File: src/irrx_defines.vh
// Constants of the infrared receive control block: offsets, field positions, reset values, timing.
`ifndef IRRX_DEFINES_VH
`define IRRX_DEFINES_VH

// ****************************************
// Register offsets (byte addresses)
// ****************************************
`define IRRX_OFS_CTRL2 8'h00
`define IRRX_OFS_STATUS 8'h04
`define IRRX_OFS_MASK 8'h08

// ****************************************
// Control register fields
// ****************************************
`define IRRX_BIT_LEADER_IRQ_EN 31
`define IRRX_BIT_EDGE_IRQ_EN 30
`define IRRX_BIT_LEADER_OPT 25
`define IRRX_BIT_PHASE_SEL 24
`define IRRX_LOW_MSB 15
`define IRRX_LOW_LSB 8
`define IRRX_DMAX_MSB 7
`define IRRX_DMAX_LSB 0
`define IRRX_CTRL2_RESET 32'h0000_FFFF
`define IRRX_CTRL2_WMASK 32'hC300_FFFF
`define IRRX_THR_OFF 8'hFF

// ****************************************
// Status and mask fields
// ****************************************
`define IRRX_ST_EDGE 0
`define IRRX_ST_DMAX 1
`define IRRX_ST_LOW 2
`define IRRX_ST_LEADER 3
`define IRRX_ST_WIDTH 4
`define IRRX_STATUS_RESET 4'h0
`define IRRX_MASK_RESET 4'hF

// ****************************************
// Timing
// ****************************************
`define IRRX_SAMPLE_PERIOD_NS 100
`define IRRX_SYS_PERIOD_NS 100
`define IRRX_SAMPLE_CYCLES (`IRRX_SAMPLE_PERIOD_NS / `IRRX_SYS_PERIOD_NS)
`define IRRX_LEADER_SCALE 4

`endif

File: src/irrx_ctrl.v
// Infrared receive control register with excess-low and max-bit-cycle detection and interrupts.
//
// The plain strobed port and the register offsets were left to the implementer.
`timescale 1ns/100ps
`default_nettype none
`include "irrx_defines.vh"

module irrx_ctrl (
  // Clock and reset.
  input wire clk_sys_in,
  input wire rst_in,
  // Register port.
  input wire [7:0] addr_in,
  input wire [31:0] wdata_in,
  input wire wr_in,
  input wire rd_in,
  output wire [31:0] rdata_out,
  // Remote control input pin.
  input wire ir_pin_in,
  // Thresholds held in neighbouring registers.
  input wire [7:0] leader_cycle_min_in,
  input wire [7:0] leader_cycle_max_in,
  input wire [6:0] data_threshold_in,
  input wire [6:0] phase_upper_threshold_in,
  // Decoded data and reception state.
  output wire bit_valid_out,
  output wire bit_value_out,
  output wire [1:0] phase_pattern_out,
  output wire receiving_out,
  output wire rx_done_out,
  // Interrupt.
  output wire irq_out
);

  // ****************************************
  // Declarations
  // ****************************************
  localparam ST_IDLE = 2'd0;
  localparam ST_FIRST = 2'd1;
  localparam ST_DATA = 2'd2;
  localparam CNT_W = 11;
  localparam [CNT_W-1:0] CNT_MAX = 11'h7FF;
  localparam [31:0] SAMPLE_CYC = `IRRX_SAMPLE_CYCLES;

  reg [31:0] ctrl2_reg;
  reg [`IRRX_ST_WIDTH-1:0] status_reg;
  reg [`IRRX_ST_WIDTH-1:0] mask_reg;
  reg [31:0] rdata_reg;
  reg [1:0] state_reg;
  reg [1:0] state_next;
  reg [CNT_W-1:0] low_cnt_reg;
  reg [CNT_W-1:0] cyc_cnt_reg;
  reg bit_valid_reg;
  reg bit_value_reg;
  reg [1:0] pattern_reg;
  reg done_reg;
  reg bit_valid_next;
  reg bit_value_next;
  reg [1:0] pattern_next;
  reg leader_evt;
  reg low_evt;
  reg dmax_evt;
  reg [`IRRX_ST_WIDTH-1:0] evt_vec;
  reg [31:0] rd_mux;

  wire ir_level;
  wire ir_fall;
  wire leader_irq_en = ctrl2_reg[`IRRX_BIT_LEADER_IRQ_EN];
  wire edge_irq_en = ctrl2_reg[`IRRX_BIT_EDGE_IRQ_EN];
  wire leader_opt = ctrl2_reg[`IRRX_BIT_LEADER_OPT];
  wire phase_sel = ctrl2_reg[`IRRX_BIT_PHASE_SEL];
  wire [7:0] low_thr = ctrl2_reg[`IRRX_LOW_MSB:`IRRX_LOW_LSB];
  wire [7:0] dmax_thr = ctrl2_reg[`IRRX_DMAX_MSB:`IRRX_DMAX_LSB];
  wire wr_ctrl = wr_in && (addr_in == `IRRX_OFS_CTRL2);
  wire wr_status = wr_in && (addr_in == `IRRX_OFS_STATUS);
  wire wr_mask = wr_in && (addr_in == `IRRX_OFS_MASK);
  wire [CNT_W-1:0] lead_min = {1'b0, leader_cycle_min_in, 2'b00};
  wire [CNT_W-1:0] lead_max = {1'b0, leader_cycle_max_in, 2'b00};
  wire leader_on = (leader_cycle_max_in != 8'h00);

  // ****************************************
  // Helper functions
  // ****************************************

  // True when a count has passed a threshold that is not the all-ones off code.
  function over_limit;
    input [CNT_W-1:0] cnt;
    input [7:0] thr;
    begin
      over_limit = (thr != `IRRX_THR_OFF) && (cnt > {3'b000, thr} * SAMPLE_CYC[CNT_W-1:0]);
    end
  endfunction

  // Saturating increment of a width counter.
  function [CNT_W-1:0] sat_inc;
    input [CNT_W-1:0] cnt;
    begin
      sat_inc = (cnt == CNT_MAX) ? cnt : cnt + 11'd1;
    end
  endfunction

  // ****************************************
  // Input synchronisation
  // ****************************************
  irrx_sync u_sync (
    .clk_sys_in(clk_sys_in),
    .rst_in(rst_in),
    .pin_in(ir_pin_in),
    .level_out(ir_level),
    .fall_out(ir_fall)
  );

  // ****************************************
  // Receive sequencer
  // ****************************************

  // Next state, bit decisions and events for one sampling period.
  always @* begin
    state_next = state_reg;
    bit_valid_next = 1'b0;
    bit_value_next = bit_value_reg;
    pattern_next = pattern_reg;
    leader_evt = 1'b0;
    low_evt = 1'b0;
    dmax_evt = 1'b0;
    case (state_reg)
      ST_IDLE: begin
        if (ir_fall) begin
          state_next = ST_FIRST;
        end
      end
      ST_FIRST: begin
        if (ir_fall) begin
          if (!leader_on) begin
            state_next = ST_DATA;
            bit_valid_next = 1'b1;
          end else if (cyc_cnt_reg > lead_min && cyc_cnt_reg <= lead_max) begin
            state_next = ST_DATA;
            leader_evt = 1'b1;
          end else if (cyc_cnt_reg <= lead_min && leader_opt) begin
            state_next = ST_DATA;
            bit_valid_next = 1'b1;
          end else begin
            state_next = ST_FIRST;
          end
        end
      end
      ST_DATA: begin
        if (ir_fall) begin
          bit_valid_next = 1'b1;
        end
      end
      default: begin
        state_next = ST_IDLE;
      end
    endcase
    // Decode the just-finished cycle as a data bit.
    if (bit_valid_next) begin
      if (phase_sel) begin
        // Phase method patterns from both thresholds.
        if (cyc_cnt_reg > {4'h0, phase_upper_threshold_in}) begin
          pattern_next = 2'b10;
        end else if (cyc_cnt_reg > {4'h0, data_threshold_in}) begin
          pattern_next = 2'b01;
        end else begin
          pattern_next = 2'b00;
        end
        bit_value_next = pattern_next[1];
      end else begin
        // Cycle method compares against the data threshold only.
        bit_value_next = (cyc_cnt_reg > {4'h0, data_threshold_in});
        pattern_next = 2'b00;
      end
    end
    // Timeouts while a frame is in progress end the reception.
    if (state_reg != ST_IDLE) begin
      if (!ir_level && over_limit(low_cnt_reg, low_thr)) begin
        low_evt = 1'b1;
      end
      if (state_reg == ST_DATA && over_limit(cyc_cnt_reg, dmax_thr)) begin
        dmax_evt = 1'b1;
      end
      if (low_evt || dmax_evt) begin
        state_next = ST_IDLE;
        bit_valid_next = 1'b0;
      end
    end
  end

  // State, counters and decoded outputs.
  always @(posedge clk_sys_in) begin
    if (rst_in) begin
      state_reg <= ST_IDLE;
      low_cnt_reg <= 11'h000;
      cyc_cnt_reg <= 11'h000;
      bit_valid_reg <= 1'b0;
      bit_value_reg <= 1'b0;
      pattern_reg <= 2'b00;
      done_reg <= 1'b0;
    end else begin
      state_reg <= state_next;
      bit_valid_reg <= bit_valid_next;
      bit_value_reg <= bit_value_next;
      pattern_reg <= pattern_next;
      done_reg <= low_evt | dmax_evt;
      // Cycle counter restarts on every falling edge.
      if (ir_fall || state_next == ST_IDLE) begin
        cyc_cnt_reg <= 11'h001;
      end else begin
        cyc_cnt_reg <= sat_inc(cyc_cnt_reg);
      end
      // Low width counter runs only while the line is low.
      if (ir_level || state_next == ST_IDLE) begin
        low_cnt_reg <= 11'h000;
      end else begin
        low_cnt_reg <= sat_inc(low_cnt_reg);
      end
    end
  end

  // ****************************************
  // Register file
  // ****************************************

  // Events that may set status; enables gate leader and edge events.
  always @* begin
    evt_vec = 4'h0;
    evt_vec[`IRRX_ST_LEADER] = leader_evt & leader_irq_en;
    evt_vec[`IRRX_ST_EDGE] = ir_fall & edge_irq_en;
    evt_vec[`IRRX_ST_LOW] = low_evt;
    evt_vec[`IRRX_ST_DMAX] = dmax_evt;
  end

  // Control, status and mask registers; a new event wins over a clear.
  always @(posedge clk_sys_in) begin
    if (rst_in) begin
      ctrl2_reg <= `IRRX_CTRL2_RESET;
      status_reg <= `IRRX_STATUS_RESET;
      mask_reg <= `IRRX_MASK_RESET;
    end else begin
      if (wr_ctrl) begin
        ctrl2_reg <= wdata_in & `IRRX_CTRL2_WMASK;
      end
      if (wr_mask) begin
        mask_reg <= wdata_in[`IRRX_ST_WIDTH-1:0];
      end
      if (wr_status) begin
        status_reg <= (status_reg & ~wdata_in[`IRRX_ST_WIDTH-1:0]) | evt_vec;
      end else begin
        status_reg <= status_reg | evt_vec;
      end
    end
  end

  // Read multiplexer; unmapped addresses read zero.
  always @* begin
    if (addr_in == `IRRX_OFS_CTRL2) begin
      rd_mux = ctrl2_reg;
    end else if (addr_in == `IRRX_OFS_STATUS) begin
      rd_mux = {28'h000_0000, status_reg};
    end else if (addr_in == `IRRX_OFS_MASK) begin
      rd_mux = {28'h000_0000, mask_reg};
    end else begin
      rd_mux = 32'h0000_0000;
    end
  end

  // Read data stands only in the cycle after the read strobe.
  always @(posedge clk_sys_in) begin
    if (rst_in) begin
      rdata_reg <= 32'h0000_0000;
    end else if (rd_in) begin
      rdata_reg <= rd_mux;
    end else begin
      rdata_reg <= 32'h0000_0000;
    end
  end

  // ****************************************
  // Outputs
  // ****************************************
  assign rdata_out = rdata_reg;
  assign bit_valid_out = bit_valid_reg;
  assign bit_value_out = bit_value_reg;
  assign phase_pattern_out = pattern_reg;
  assign receiving_out = (state_reg != ST_IDLE);
  assign rx_done_out = done_reg;
  assign irq_out = |(status_reg & mask_reg);

endmodule // irrx_ctrl

`default_nettype wire

File: src/irrx_sync.v
// Two-stage synchroniser for the remote control input with falling-edge pulse.
`timescale 1ns/100ps
`default_nettype none

module irrx_sync (
  // Clock and reset.
  input wire clk_sys_in,
  input wire rst_in,
  // Asynchronous pin and synchronised results.
  input wire pin_in,
  output wire level_out,
  output wire fall_out
);

  reg meta_reg;
  reg sync_reg;
  reg prev_reg;

  // The first stage feeds only the second; edges are found behind the second stage.
  always @(posedge clk_sys_in) begin
    if (rst_in) begin
      meta_reg <= 1'b1;
      sync_reg <= 1'b1;
      prev_reg <= 1'b1;
    end else begin
      meta_reg <= pin_in;
      sync_reg <= meta_reg;
      prev_reg <= sync_reg;
    end
  end

  // Level and one-cycle falling-edge pulse.
  assign level_out = sync_reg;
  assign fall_out = prev_reg & ~sync_reg;

endmodule // irrx_sync

`default_nettype wire

File: config.mk
export PLATFORM = sky130hd
export DESIGN_NAME = irrx_ctrl
export DESIGN_NICKNAME = d
export VERILOG_FILES = /design/src/irrx_ctrl.v /design/src/irrx_sync.v
export VERILOG_INCLUDE_DIRS = /design/src
export SDC_FILE = /design/constraint.sdc
export NUM_CORES = 1
export LEC_CHECK = 0
export ABC_AREA = 0
export BUFFER_PORTS_ARGS = -buffer_cell sky130_fd_sc_hd__buf_4
export CAP_MARGIN = 20
export CORE_MARGIN = 3
export CORE_UTILIZATION = 55
export CTS_CLUSTER_SIZE = 16
export DETAILED_ROUTE_END_ITERATION = 8
export PLACE_DENSITY = 0.82
export SYNTH_ARGS = -nofsm -noshare
export SYNTH_HDL_FRONTEND = slang
export SYNTH_SLANG_ARGS = --single-unit
File: constraint.sdc
create_clock -name clk_sys_in -period 4 [get_ports clk_sys_in]
set_input_delay 0.4 -clock clk_sys_in [delete_from_list [all_inputs] [get_ports clk_sys_in]]
set_output_delay 0.4 -clock clk_sys_in [all_outputs]
set_load 0.03 [all_outputs]
=== After elaboration in Yosys (flattened, before gate mapping) ===
Index checks and enable logic that the tools add are counted.

* Add/subtract/negate cells: 2
* Eq/ne operators: 9
* Mux-type cells: 36
* Reductions and logical operators: 23
* Multipliers: 0
* Divide/modulo/power cells: 0
* Bitwise operators: 11
* $lt $le $gt $ge: 7
* Shift operators: 0

{| class="wikitable"
|+ Operators with widths
! cell !! number
|-
| $mux 32 || 1
|-
| $add 11x1->11 const B || 2
|-
| $eq 11x11->1 const B || 2
|-
| $gt 11x7->1 || 2
|-
| $gt 11x8->1 || 2
|-
| $le 11x10->1 || 2
|-
| $mux 1 || 21
|-
| $mux 2 || 9
|-
| $ne 8x8->1 const B || 2
|-
| $mux 4 || 3
|-
| $gt 11x10->1 || 1
|-
| $logic_and 1x1->1 || 9
|-
| $and 4x4->4 || 2
|-
| $eq 8x3->1 const B || 1
|-
| $eq 8x4->1 const B || 1
|-
| $logic_not 8->1 || 1
|-
| $or 4x4->4 || 2
|-
| $reduce_bool 8->1 || 1
|-
| $reduce_or 4->1 || 2
|-
| $pmux 2 s3 || 1
|-
| $reduce_or 2->1 || 3
|-
| $logic_not 2->1 || 2
|-
| $not 4->4 || 1
|-
| $and 1x1->1 || 3
|-
| other kinds (9) || 12
|}

* RAM bits: 0
* Flip-flop bits (word level): 92
* Logic and storage cells: 104
* Input port bits: 75
* Memories kept: 0
* Latch bits: 0
* Output and inout bits: 39
* ROM bits: 0

=== Logic depth before layout (Yosys ltp) ===
* Word-level depth: 12
* Mapped depth: 10
* Depth with buffers taken out: 9

=== By module ===
From an unflattened synthesis, not the netlist that was laid out.

* Cells, all modules: 533
* Area total of the unflattened synthesis: 4639.4 um^2

{| class="wikitable"
|+ Modules (own cells, without submodules)
! module !! instances !! sequential area each (um^2) !! cells an instance !! area an instance (um^2)
|-
| irrx_ctrl || 1 || 1541.5 || 526 || 4554.4
|-
| irrx_sync || 1 || 60.1 || 7 || 85.1
|}

=== Worst setup path before layout ===
OpenSTA, ideal clock, no wires.

* Kind: register to register
* Start: register cyc_cnt_reg[5]
* End: register cyc_cnt_reg[4]
* Buffers on the path: 0
* Period minus slack after synthesis: 2.327 ns
* Stages on the path, launching flop included: 9
* Library setup time: 0.088 ns
* Setup slack: 1.673 ns
* Arrival: 2.239 ns
* Path through: dfxtp_1 -> ha_1 -> and4_1 -> and4_4 -> a311o_1 -> a21o_1 -> a41oi_4 -> o211ai_4 -> a311oi_2

* Longest elaborated chain between the ends: 12
* Elaborated cells between the ends (all ways): 22

{| class="wikitable"
|+ Ends and longest elaborated chain
! element !! line !! source
|-
| from (decl) || irrx_ctrl.v:52 || <nowiki>reg [CNT_W-1:0] cyc_cnt_reg;</nowiki>
|-
| from (signal assigned) || irrx_ctrl.v:210 || <nowiki>cyc_cnt_reg <= sat_inc(cyc_cnt_reg);</nowiki>
|-
| $le 11x10->1 || irrx_ctrl.v:140 || <nowiki>end else if (cyc_cnt_reg <= lead_min && leader_opt) begin</nowiki>
|-
| $logic_and 1x1->1 || irrx_ctrl.v:140 ||
|-
| $mux 2 || irrx_ctrl.v:140 ||
|-
| $mux 2 || irrx_ctrl.v:137 || <nowiki>end else if (cyc_cnt_reg > lead_min && cyc_cnt_reg <= lead_max) begin</nowiki>
|-
| $mux 2 || irrx_ctrl.v:134 || <nowiki>if (!leader_on) begin</nowiki>
|-
| $mux 2 || irrx_ctrl.v:133 || <nowiki>if (ir_fall) begin</nowiki>
|-
| $pmux 2 s3 || irrx_ctrl.v:126 || <nowiki>case (state_reg)</nowiki>
|-
| $mux 2 || irrx_ctrl.v:183 || <nowiki>if (low_evt || dmax_evt) begin</nowiki>
|-
| $mux 2 || irrx_ctrl.v:176 || <nowiki>if (state_reg != ST_IDLE) begin</nowiki>
|-
| $logic_not 2->1 || irrx_ctrl.v:207 || <nowiki>if (ir_fall || state_next == ST_IDLE) begin</nowiki>
|-
| $logic_or 1x1->1 || irrx_ctrl.v:207 ||
|-
| $reduce_or 2->1 (no line) || -- ||
|}

Parallel ways exist; a longest one is shown, timed or not. The select of a mux whose other input is x is not followed.
A chain may end at the register's enable or synchronous reset.

=== Worst setup path after layout ===
* Start: register cyc_cnt_reg[5]
* End: register low_cnt_reg[0]

* Longest elaborated chain between the ends: 12
* Elaborated cells between the ends (all ways): 21

{| class="wikitable"
|+ Ends and longest elaborated chain
! element !! line !! source
|-
| $le 11x10->1 || irrx_ctrl.v:140 ||
|-
| $logic_and 1x1->1 || irrx_ctrl.v:140 ||
|-
| $mux 2 || irrx_ctrl.v:140 ||
|-
| $mux 2 || irrx_ctrl.v:137 ||
|-
| $mux 2 || irrx_ctrl.v:134 ||
|-
| $mux 2 || irrx_ctrl.v:133 ||
|-
| $pmux 2 s3 || irrx_ctrl.v:126 ||
|-
| $mux 2 || irrx_ctrl.v:183 ||
|-
| $mux 2 (*) || irrx_ctrl.v:176 ||
|-
| $logic_not 2->1 (*) || irrx_ctrl.v:213 || <nowiki>if (ir_level || state_next == ST_IDLE) begin</nowiki>
|-
| $logic_or 1x1->1 (*) || irrx_ctrl.v:213 ||
|-
| $reduce_or 2->1 (no line) (*) || -- ||
|-
| to (signal assigned) || irrx_ctrl.v:216 || <nowiki>low_cnt_reg <= sat_inc(low_cnt_reg);</nowiki>
|-
| to (decl) || irrx_ctrl.v:51 || <nowiki>reg [CNT_W-1:0] low_cnt_reg;</nowiki>
|}

Mark *: on every way between the ends. The rest lies on a longest branch, timed or not. The select of a mux whose other input is x is not followed.

==> impl_metrics.toml <==
[run_status]
status = "finished clean"

[floorplan]
io_pins = 114
num_rows = 32
core_mm2 = 0.00785
start_util_pct = 57.4
die-area_mm2 = 0.00931
die_y_um = 96.5
dieWidth_um = 96.5

[timing]
worst_slew_pin_slew_ps = 870
post-route-period-util_pct = 68.9
slew-limit-headroom_pct = 41.6
clock.fmax_ghz = 0.363
finalHoldViolations = 0
finClkSkew_ps = 10.5
post-route-min-period_ps = 2760
setup_tns_ps = 0
rsz0062_at_grt = "false"
setup_viol = 0
finalMaxSlewViolations = 0
fin_ws_ps = 1240

[yosys]
synth_area_leaders = "dfxtp_1 (36%), ha_1 (15%), nand2_1 (4.8%)"
synth_edf_count = 0
syn_area_mm2 = 0.00450
synth.top_cell.area_share_pct = 35.6
yosysSeqAreaShare_pct = 35.6
async_flop_share_pct = 0
ys_ff_latch = 80
synthFlopType = "dfxtp_1"
synth_cells = 526
yosysUniqueCellTypes = 55
synth_warnings = 0
avgSynthCellArea_um2 = 8.56
synth_top_cell_by_area = "dfxtp_1"

[critical_path]
cp_data_required_time_ps = 4240
cp-start-kind = "register"
r2r_end = "low_cnt_reg[0]"
crit_fanout = 11
criticalPathCategory = "register to register"
critPathBufInv = 0
critical-path-slowest-cell = "dfxtp_1"
critPathMaxStageDelay_ps = 600
path_cells = "ha_1 > and4_1 > and4_4 > a311o_1 > a21o_1 > a31o_2 > o211ai_2 > nor2_1"
r2r_start = "cyc_cnt_reg[5]"
worstPathArrival_ps = 2990
reg2regPathDepth = 8
crit_path_end_kind = "register"
crit_family = "compound AO/OA/AOI/OAI gates"
regToRegSetupSlack_ps = 1240

[power_and_ir_drop]
power.switching_uw = 449
p_clk_share_pct = 38.3
p_int_mw = 1.20
powerDensity_mw_per_mm2 = 304
p_leak_nw = 2.61
ir_drop_uv = 194
p_comb_share_pct = 12.3
power_mw = 1.65
p_seq_share_pct = 49.4
power_switching_share_pct = 27.3

[clock_network]
htreeDepth = 3
hold_buffers = 0
cts_root_buf = "clkbuf_8"
ctsResizeCount = 0
cts.clk_slew.worst_paths_ps = 80
clock-sinks = 80
cts_buffers = 9
clock_latency_ps = 370
cts_tree = "done"
postCtsSetupBuffers = 0
cts_max_path_buffers = 2

[route]
drt_iter0_drc = 170
dr.pass1.iters = 5
drt-total-wl_um = 10800
antenna_left = 0
via_count = 4050
wl_per_cell_um = 14.9
routed_via_density = 5.60
drcViolationCount = 0

[global_route]
grt.total_usage_pct = 24.2
antenna_found_initial = 0
grt_max_degree = 35
overflow = 0
grt_pass1_vias = 3972
grt_pass1_wl_um = 17700

[finish]
fin_nets = 744
areaGrowthSynthToFinish_pct = 20.4
final_common_cell = "buf_4"
antenna_cells = 0
final_cell_mix = "buf_4 (91), dfxtp_1 (80), nand2_1 (57)"
drive_above_1_share_pct = 19.5
stdcell_count = 723

[placed_design]
dp_hpwl_um = 8350
dp_slack_ps = 1250
place.gp.congestion = 0.865
dp.cells = 707
portBuffers = 89

[worst_hold_path]
hp-start = "ir_pin_in"
min_path_cells = 2
min_to = "u_sync.meta_reg"
hp-class = "input pin to register"

[job]
cap_violations = 0
[per-stage QoR]
step	cell area [µm²]	util (%)	hold slack, ps
floorplan	4540	-	389
global placement	5210	66.4	399
detailed placement	5210	66.4	403
CTS	5420	69.1	211
global route	5420	69.1	217
finish	5420	69.1	220
[worst register-to-register path: cells and delay by family, from the launching register on]
| kind | cells | cell delay (ps) |
|---|---|---|
| compound gates | 4 | 1220 |
| fa+ha+maj | 1 | 330 |
| flops | 1 | 600 |
| simple gates | 3 | 490 |
[power groups by stage]
stage,clock network (mW),registers (mW),logic [mW]
CTS,0.638,0.813,0.202
global route,0.671,0.815,0.227
detailed placement,0,0.832,0.201
finish,0.631,0.813,0.203
floorplan,0,0.828,0.129
global placement,0,0.831,0.193
[kinds of logic after synthesis]
kind of cell / count (synthesis) / share of synthesized area [%]
and+or+nand+nor: 186 / 21.1
xor gates and xnor gates: 14 / 2.72
buffers and inverters: 79 / 7.87
AOI/OAI and AO/OA: 107 / 16.6
muxes: 6 / 1.33
DFF: 80 / 35.6
adders and majority gates: 53 / 14.7
other: 1 / 0.0833
[area by class of cell]
type | instances | area [µm²]
clock buffers | 9 | 124
clock inverters | 7 | 86.3
fillers | 677 | 2430
inverters | 56 | 210
multi-input cells | 378 | 2590
flip-flops and latches | 80 | 1600
well taps | 102 | 128
repair buffers | 91 | 683
[per-layer routing]
metal,wire (µm),GRT usage (%),part of all wire [%]
met3,699,4.57,6.5
met1,4570,30.3,43
met2,5300,40.6,49
met5,0,0,0
met4,184,10.7,1.7
[synth_stat cells, drive strengths merged, types with 2 or more instances]
cell / instances
xor2: 5
o21a: 8
dfxtp: 80
and3: 4
nand2b: 4
a31oi: 4
a311oi: 2
or2: 4
inv: 55
or3: 4
ha: 53
o21ai: 9
and2: 20
nor2b: 7
nor3: 6
nor4: 6
mux2i: 6
a21o: 4
a21oi: 34
o22ai: 2
clkbuf: 6
nand2: 57
o211ai: 21
nand4: 15
nor2: 35
a31o: 2
xnor2: 9
buf: 17
a22oi: 3
a211oi: 9
nand3: 16
and4: 4
[how the worst max path moves through the flow]
stage | from | end | slack, ps | depth (start not counted)
floorplan | cyc_cnt_reg[5] | cyc_cnt_reg[4] | 1670 | 8
global placement | cyc_cnt_reg[5] | low_cnt_reg[10] | 1300 | 8
detailed placement | cyc_cnt_reg[5] | low_cnt_reg[8] | 1250 | 8
CTS | cyc_cnt_reg[5] | low_cnt_reg[0] | 1240 | 8
global route | cyc_cnt_reg[5] | low_cnt_reg[7] | 930 | 8
finish | cyc_cnt_reg[5] | low_cnt_reg[0] | 1240 | 8
Power figures use the tool's default switching activity.
